==> src/core/acu_pkg.sv <==
// Purpose: shared constants for the adaptive clock unit
// Assumes: 32-bit APB, one aligned word per byte register
// Notes: offsets are byte addresses
package acu_pkg;

    // ------------------------------------------------------------
    // register offsets
    // ------------------------------------------------------------
    localparam logic [7:0] OFF_FREQ_WORD_HIGH = 8'h00;
    localparam logic [7:0] OFF_FREQ_WORD_MID = 8'h04;
    localparam logic [7:0] OFF_FREQ_WORD_LOW_COMMIT = 8'h08;
    localparam logic [7:0] OFF_CAPTURE_VALUE_HIGH = 8'h0c;
    localparam logic [7:0] OFF_CAPTURE_VALUE_LOW = 8'h10;
    localparam logic [7:0] OFF_DIVIDER_CONTROL = 8'h14;
    localparam logic [7:0] OFF_CLOCK_GEN_CONTROL = 8'h18;

    // ------------------------------------------------------------
    // field layout
    // ------------------------------------------------------------
    localparam int DIV_SEL_LSB = 0;
    localparam int DIV_SEL_W = 4;
    localparam int CTL_CAPTURE_SELECT_BIT = 0;
    localparam int CTL_EXT_CLOCK_SELECT_BIT = 1;
    localparam int FREQ_W = 24;
    localparam int FREQ_FRAC_W = 18;
    localparam int CAPTURE_W = 16;

    // ------------------------------------------------------------
    // reset values and limits
    // ------------------------------------------------------------
    localparam logic [23:0] FREQ_RESET = 24'h600000;
    localparam logic [3:0] DIV_SEL_RESET = 4'h0;
    localparam logic [15:0] CAPTURE_RESET = 16'h0000;
    localparam logic [23:0] FREQ_MIN = 24'h600000;
    localparam logic [23:0] FREQ_MAX = 24'hc80000;
    // synthesizer step per system clock, same units as the frequency word
    localparam logic [23:0] SYNTH_STEP = 24'h600000;

endpackage

==> src/core/acu_duty_divider.sv <==
// Purpose: divide a half-period tick stream by 1 to 16, 50% duty
// Assumes: tick marks one half period of the synthesizer clock
// Notes: restart clears count and output low
`timescale 1ns/1ps
module acu_duty_divider #(
    parameter int SEL_W = 4
) (
    input wire logic clk,
    input wire logic resetn,
    input wire logic tick,
    input wire logic restart,
    input wire logic [SEL_W-1:0] ratioSel,
    output logic clkOut
);

    typedef struct packed {
        logic [SEL_W-1:0] count;
        logic level;
    } acu_div_s;

    acu_div_s state;
    acu_div_s next_state;

    // ------------------------------------------------------------
    // counting
    // ------------------------------------------------------------
    // counting half periods keeps odd ratios symmetric
    always_comb begin
        next_state = state;
        if (restart) begin
            next_state.count = '0;
            next_state.level = 1'b0;
        end else if (tick) begin
            if (state.count >= ratioSel) begin
                next_state.count = '0;
                next_state.level = ~state.level;
            end else begin
                next_state.count = state.count + 1'b1;
            end
        end
    end

    always_ff @(posedge clk or negedge resetn) begin
        if (!resetn) begin
            state <= '0;
        end else begin
            state <= next_state;
        end
    end

    assign clkOut = state.level;

endmodule

==> src/core/acu_clock_gen.sv <==
// Purpose: adaptive codec clock generator with frame capture
// Assumes: all inputs synchronous to clk; APB slave with one wait state
// Notes: the synthesizer is a fractional accumulator at clk rate
//
// Notes on behaviour
// - the synthesizer clock passes a divider set from 1 to 16 to make the master clock.
// - the master clock has 50% duty for every divide setting, odd ones included.
// - the frequency word may be rewritten at any time while the generator runs.
// - high and mid bytes are staged; the whole word loads on the low byte write.
// - the word is fixed point, 6 integer bits and 18 fraction bits.
// - the divisor is valid from 24 to 50 and the output rate scales as 24 over it.
// - a 16-bit counter runs freely on each rising edge of the chosen capture clock.
// - a control bit picks the master clock or the secondary clock for the counter.
// - each frame start or pseudo frame start copies the counter into the capture register.
// - the capture register reads as a high byte and a low byte.
// - the codec port clock may come from the external clock input instead.
//
// The address map and the APB register port were chosen for this implementation.
`timescale 1ns/1ps
module acu_clock_gen #(
    parameter int CAP_W = 16
) (
    input wire logic clk,
    input wire logic resetn,
    input wire logic psel,
    input wire logic penable,
    input wire logic pwrite,
    input wire logic [7:0] paddr,
    input wire logic [31:0] pwdata,
    output logic pready,
    output logic [31:0] prdata,
    output logic pslverr,
    input wire logic frameStart,
    input wire logic pseudoFrameStart,
    input wire logic secondaryMasterClock,
    input wire logic externalMasterClockIn,
    output logic codecMasterClockOut,
    output logic codecPortClock
);

    // ------------------------------------------------------------
    // state
    // ------------------------------------------------------------
    typedef struct packed {
        logic [7:0] freqHigh;
        logic [7:0] freqMid;
        logic [23:0] frequencyWord;
        logic [3:0] divSel;
        logic divRestart;
        logic captureClockSelect;
        logic extClockSelect;
        logic [24:0] synthAcc;
        logic synthTick;
        logic captureSrcPrev;
        logic [CAP_W-1:0] captureCount;
        logic [CAP_W-1:0] captureValue;
        logic ready;
        logic [31:0] rdata;
        logic slverr;
        logic portClock;
        logic masterClock;
    } acu_state_s;

    acu_state_s state;
    acu_state_s next_state;

    logic divClock;
    logic [23:0] divisor;
    logic [24:0] accSum;
    logic captureSrc;
    logic accessCycle;
    logic doneCycle;
    logic mapped;
    logic [31:0] readMux;

    // ------------------------------------------------------------
    // divider instance
    // ------------------------------------------------------------
    acu_duty_divider #(
        .SEL_W(acu_pkg::DIV_SEL_W)
    ) u_divider (
        .clk(clk),
        .resetn(resetn),
        .tick(state.synthTick),
        .restart(state.divRestart),
        .ratioSel(state.divSel),
        .clkOut(divClock)
    );

    // ------------------------------------------------------------
    // synthesizer helpers
    // ------------------------------------------------------------
    // out-of-range words are held at the nearest limit rather than
    // letting the accumulator run away
    always_comb begin
        if (state.frequencyWord < acu_pkg::FREQ_MIN) begin
            divisor = acu_pkg::FREQ_MIN;
        end else if (state.frequencyWord > acu_pkg::FREQ_MAX) begin
            divisor = acu_pkg::FREQ_MAX;
        end else begin
            divisor = state.frequencyWord;
        end
    end

    assign accSum = state.synthAcc + {1'b0, acu_pkg::SYNTH_STEP};

    // ------------------------------------------------------------
    // capture source select
    // ------------------------------------------------------------
    always_comb begin
        if (state.captureClockSelect) begin
            captureSrc = secondaryMasterClock;
        end else begin
            captureSrc = state.masterClock;
        end
    end

    // ------------------------------------------------------------
    // bus decode and read mux
    // ------------------------------------------------------------
    assign accessCycle = psel && penable && !state.ready;
    assign doneCycle = psel && penable && state.ready;

    always_comb begin
        mapped = 1'b1;
        readMux = 32'h00000000;
        unique case (paddr)
            acu_pkg::OFF_FREQ_WORD_HIGH: begin
                readMux[7:0] = state.freqHigh;
            end
            acu_pkg::OFF_FREQ_WORD_MID: begin
                readMux[7:0] = state.freqMid;
            end
            acu_pkg::OFF_FREQ_WORD_LOW_COMMIT: begin
                readMux[7:0] = state.frequencyWord[7:0];
            end
            acu_pkg::OFF_CAPTURE_VALUE_HIGH: begin
                readMux[7:0] = state.captureValue[15:8];
            end
            acu_pkg::OFF_CAPTURE_VALUE_LOW: begin
                readMux[7:0] = state.captureValue[7:0];
            end
            acu_pkg::OFF_DIVIDER_CONTROL: begin
                readMux[3:0] = state.divSel;
            end
            acu_pkg::OFF_CLOCK_GEN_CONTROL: begin
                readMux[acu_pkg::CTL_CAPTURE_SELECT_BIT] = state.captureClockSelect;
                readMux[acu_pkg::CTL_EXT_CLOCK_SELECT_BIT] = state.extClockSelect;
            end
            default: begin
                mapped = 1'b0;
            end
        endcase
    end

    // ------------------------------------------------------------
    // next state
    // ------------------------------------------------------------
    always_comb begin
        next_state = state;
        next_state.divRestart = 1'b0;
        next_state.ready = 1'b0;

        // fractional accumulator: one tick per half period of the
        // synthesized clock; the word may change mid-run without a stop
        if (accSum >= {1'b0, divisor}) begin
            next_state.synthAcc = accSum - {1'b0, divisor};
            next_state.synthTick = 1'b1;
        end else begin
            next_state.synthAcc = accSum;
            next_state.synthTick = 1'b0;
        end

        // divider output retimed so the pin sees a flop
        next_state.masterClock = divClock;

        // free running counter on rising edges of the chosen source
        next_state.captureSrcPrev = captureSrc;
        if (captureSrc && !state.captureSrcPrev) begin
            next_state.captureCount = state.captureCount + 1'b1;
        end

        // hold value until the next frame event
        if (frameStart || pseudoFrameStart) begin
            next_state.captureValue = state.captureCount;
        end

        // codec port clock source
        if (state.extClockSelect) begin
            next_state.portClock = externalMasterClockIn;
        end else begin
            next_state.portClock = state.masterClock;
        end

        // first access cycle: latch the answer, raise ready next edge
        if (accessCycle) begin
            next_state.ready = 1'b1;
            next_state.slverr = !mapped;
            if (!pwrite && mapped) begin
                next_state.rdata = readMux;
            end else begin
                next_state.rdata = 32'h00000000;
            end
        end

        // writes take effect on the completing edge only
        if (doneCycle && pwrite && mapped) begin
            unique case (paddr)
                acu_pkg::OFF_FREQ_WORD_HIGH: begin
                    next_state.freqHigh = pwdata[7:0];
                end
                acu_pkg::OFF_FREQ_WORD_MID: begin
                    next_state.freqMid = pwdata[7:0];
                end
                acu_pkg::OFF_FREQ_WORD_LOW_COMMIT: begin
                    next_state.frequencyWord = {state.freqHigh, state.freqMid,
                        pwdata[7:0]};
                end
                acu_pkg::OFF_DIVIDER_CONTROL: begin
                    next_state.divSel = pwdata[acu_pkg::DIV_SEL_LSB +:
                        acu_pkg::DIV_SEL_W];
                    next_state.divRestart = 1'b1;
                end
                acu_pkg::OFF_CLOCK_GEN_CONTROL: begin
                    next_state.captureClockSelect =
                        pwdata[acu_pkg::CTL_CAPTURE_SELECT_BIT];
                    next_state.extClockSelect =
                        pwdata[acu_pkg::CTL_EXT_CLOCK_SELECT_BIT];
                end
                default: begin
                end
            endcase
        end
    end

    // ------------------------------------------------------------
    // registers
    // ------------------------------------------------------------
    always_ff @(posedge clk or negedge resetn) begin
        if (!resetn) begin
            state <= '0;
            state.freqHigh <= acu_pkg::FREQ_RESET[23:16];
            state.freqMid <= acu_pkg::FREQ_RESET[15:8];
            state.frequencyWord <= acu_pkg::FREQ_RESET;
            state.divSel <= acu_pkg::DIV_SEL_RESET;
            state.captureCount <= acu_pkg::CAPTURE_RESET;
            state.captureValue <= acu_pkg::CAPTURE_RESET;
        end else begin
            state <= next_state;
        end
    end

    // ------------------------------------------------------------
    // outputs
    // ------------------------------------------------------------
    assign pready = state.ready;
    assign prdata = state.rdata;
    assign pslverr = state.slverr;
    assign codecMasterClockOut = state.masterClock;
    assign codecPortClock = state.portClock;

endmodule

==> config.mk <==
export PLATFORM = sky130hd
export DESIGN_NAME = acu_clock_gen
export DESIGN_NICKNAME = d
export VERILOG_FILES = /design/src/core/acu_pkg.sv /design/src/core/acu_duty_divider.sv /design/src/core/acu_clock_gen.sv
export SDC_FILE = /design/constraint.sdc
export NUM_CORES = 1
export LEC_CHECK = 0
export BUFFER_PORTS_ARGS = -buffer_cell sky130_fd_sc_hd__buf_4
export CAP_MARGIN = 40
export CORE_ASPECT_RATIO = 0.75
export CORE_MARGIN = 4
export CORE_UTILIZATION = 45
export DETAILED_ROUTE_END_ITERATION = 12
export HOLD_SLACK_MARGIN = 0.15
export PLACE_DENSITY = 0.74
export SYNTH_ARGS = -nofsm -noshare
export SYNTH_HDL_FRONTEND = slang
export SYNTH_SLANG_ARGS = --single-unit
==> constraint.sdc <==
create_clock -name clk -period 7.3 [get_ports clk]
set_input_delay 1.095 -clock clk [delete_from_list [all_inputs] [get_ports clk]]
set_output_delay 1.095 -clock clk [all_outputs]
set_load 0.005 [all_outputs]
==> out/qor.csv <==
stage;metric;value;unit
final_layout;Antenna diodes;0;
setup_path;Max stage delay cell, worst path;o22a_2;
setup_path;cell repeated most along the worst path;o31ai_1;
detailed_routing;total iterations of the first detailed-routing run;5;
place;Final HPWL DP;11320;um
final_layout;Synth-to-Final Area Change;12.83;%
final_layout;most frequent cells in the layout;dfrtp_1, mux2_2, nand2_1;
run;max_cap viols;0;
setup_path;CP Cell Sequence;nor4_1 -> nand4_1 -> o41a_1 -> o31ai_1 -> a21o_1 -> nand2_1 -> ha_1 -> nor2b_1 -> o31ai_1 -> a21oi_2 -> a41oi_2 -> a31oi_2 -> o22a_2 -> mux2_4;
detailed_routing;via count;5045;
logic_synthesis;post-synth top area cell;dfrtp_1;
timing;final hold violations;0;
setup_path;critical path type;register to register;
detailed_routing;detailed-route DRC error count;0;
clocking;Root Driver;clkbuf_16;
logic_synthesis;distinct cell type count after synthesis;67;
setup_path;CP max stage delay;0.81;ns
setup_path;RR Startpoint;state[102];
floorplanning;Core ar.;15270;um^2
setup_path;CP startpoint kind;register;
global_routing;number of global-route vias before repair;4915;
timing;# setup viols final;0;
clocking;Num CTS Buffers;17;
logic_synthesis;Main synth FF type;dfrtp_1;
final_layout;share of layout cells above drive strength 1;24.39;%
setup_path;critical path required time;7.60;ns
floorplanning;num ports;85;
detailed_routing;wire per inst;17.32;um
clocking;clock slew at reported path FFs;0.06;ns
clocking;Max H-tree Level;4;
setup_path;Worst Path Arrival;5.37;ns
logic_synthesis;Cells after Synth;660;
setup_path;CP delay by family, top;compound AO/OA/AOI/OAI gates;
power;Peak VDD IR;0.2384;mV
setup_path;crit path launch;state[102];
global_routing;first-pass GRT wire length;25410;um
clocking;post-CTS setup repair buffer count;0;
logic_synthesis;Synth area leaders;dfrtp_1, mux2_2, ha_1;
final_layout;most common cell after layout, fill and taps aside;dfrtp_1;
worst_hold_path;Worst Hold Class;register to register;
power;P per Cell Area;390.5;nW/um^2
timing;unrepaired setup endpoints after global routing;no;
setup_path;critical path capture point type;register;
logic_synthesis;Post-synth EDFFs;0;
global_routing;total track usage;18.02;%
place;final estimated routing congestion in global placement;0.8754;
floorplanning;Horiz. Die Dim;152.3;um
global_routing;total congestion overflow;0;
final_layout;fin nets;769;
detailed_routing;Routed Wire Length;15690;um
worst_hold_path;Hold Path End;codecMasterClockOut;
timing;Max Slew Vio Count;0;
clocking;Max clock buf depth;2;
timing;Setup Skew;0.008215;ns
final_layout;Core Util, Final;51.94;%
place;PortBufs;36;
worst_hold_path;min-delay src;u_divider.clkOut;
logic_synthesis;Synth top area share;42.36;%
logic_synthesis;asr flop ratio synth;100.0;%
floorplanning;die area;17710;um^2
clocking;clk sinks;123;
clocking;CTS tree;yes;
timing;Tcrit/Tclk final;69.49;%
timing;crit path time final;5.073;ns
timing;Max Clk Rate;197.1;MHz
logic_synthesis;syn_area_per_cell;10.65;um^2
setup_path;worst reg-to-reg path cell count;14;
clocking;PostCTS Resize Cnt;0;
setup_path;R2R Setup Slk;2.23;ns
floorplanning;starting density of the core;46.03;%
power;LEAKAGE;3.712;nW
setup_path;WP buf/inv;0;
timing;Slew @ Worst Pin;0.8953;ns
power;overall power;3.098;mW
setup_path;worst flop-to-flop path endpoint;state[71];
logic_synthesis;FF+latch count, synth;123;
logic_synthesis;sequential fraction of the synthesis area;43.85;%
detailed_routing;DRT iter0 DRCs;442;
timing;relative slew slack;40.31;%
logic_synthesis;yosys warns;0;
detailed_routing;DRT antenna net count;0;
run_status;outcome;completed;
timing;setup TNS;0;ns
worst_hold_path;hold path cells;0;
logic_synthesis;Synth Cell Area;7030;um^2
setup_path;Worst Path Max Fanout;40;
floorplanning;Std-Cell Rows;39;
floorplanning;die height;116.2;um
clocking;Worst-Skew Late Latency;0.42;ns
clocking;Hold-fix buffers, CTS;0;
global_routing;initial antenna violation count;0;
global_routing;largest net degree at the start of global routing;69;
detailed_routing;DR vias/cell;5.568;
## sequential cells by signal, summed over array words and instances, names as in the netlist
name,cells
codecMasterClockOut,1
codecPortClock,1
prdata,8
pready,1
pslverr,1
state,106
u_divider.clkOut,1
u_divider.state,4
## metal layers
layer	up-vias	GRT usage [%]	wire (um)
met5	-	0	0
met4	0	5.629	246
met3	21	4.370	995
met2	156	28.02	7193
met1	2506	25.28	7252
li1	2362	-	-
## stage by stage
stage | hold slack, ns | instance area [um^2] | setup slack, ns | std cells
after CTS | 0.3996 | 7933 | 2.288 | 906
after detailed placement | 0.3859 | 7346 | 2.409 | 874
after global placement | 0.3913 | 7303 | 2.476 | 872
final | 0.3956 | 7933 | 2.227 | 906
after global routing | 0.4162 | 7933 | 1.880 | 906
after floorplan | 0.3729 | 7117 | 3.465 | 683
## worst max-delay path by stage
stage	to	slack, ns	depth (start not counted)
global placement	state[71]	2.48	14
global route	state[75]	1.88	14
detailed placement	state[90]	2.41	14
floorplan	state[90]	3.47	17
CTS	state[71]	2.29	14
finish	state[71]	2.23	14
## cell families (layout without fill, tap and decap cells)
family          count (synthesis)  count (layout)  share of synthesized area (%)
buf+inv                        72              90                          6.015
mux                            90              90                          15.70
flops                         123             123                          43.85
other cells                     1              24                        0.05334
compound gates                131             131                          12.17
simple gates                  175             175                          11.92
fa+ha+maj                      32              32                          5.802
xor+xnor                       36              36                          4.485
## final cells by class
cell class	instances	area [um^2]
clock buffers	19	442.9
clock inverters	13	143.9
fillers	1259	7341
inverters	18	67.56
multi-input cells	488	3611
flip-flops and latches	123	3083
well taps	205	256.5
repair buffers	40	327.8
## Yosys cell counts (4+ instances only)
library cell / number
xnor2_1: 26
a21oi_1: 42
nand2_1: 61
mux2_4: 9
buf_4: 33
ha_1: 31
nand2b_1: 6
clkbuf_1: 11
buf_2: 5
xor2_1: 10
a31oi_1: 7
a21o_1: 17
nand4_1: 5
dfrtp_1: 119
nor2_1: 43
inv_1: 18
nand3_1: 17
nor2b_1: 10
dfstp_2: 4
mux2i_1: 9
and3_1: 7
nor4_1: 6
nor3_1: 4
mux4_2: 6
o21ai_0: 25
mux2_2: 66
## power by group
| group | switching [mW] | internal, mW | total (mW) |
|---|---|---|---|
| clock network | 0.317 | 0.512 | 0.829 |
| registers | 0.0841 | 0.821 | 0.906 |
| logic | 0.729 | 0.634 | 1.36 |
## worst register-to-register path: stages (launching register included)
cell,delay [ns]
dfrtp_1,0.41
nor4_1,0.39
nand4_1,0.22
o41a_1,0.39
o31ai_1,0.21
a21o_1,0.52
nand2_1,0.22
ha_1,0.34
nor2b_1,0.22
o31ai_1,0.13
a21oi_2,0.22
a41oi_2,0.20
a31oi_2,0.32
o22a_2,0.81
mux2_4,0.37
Note: power is estimated with default switching activity, not from simulation.
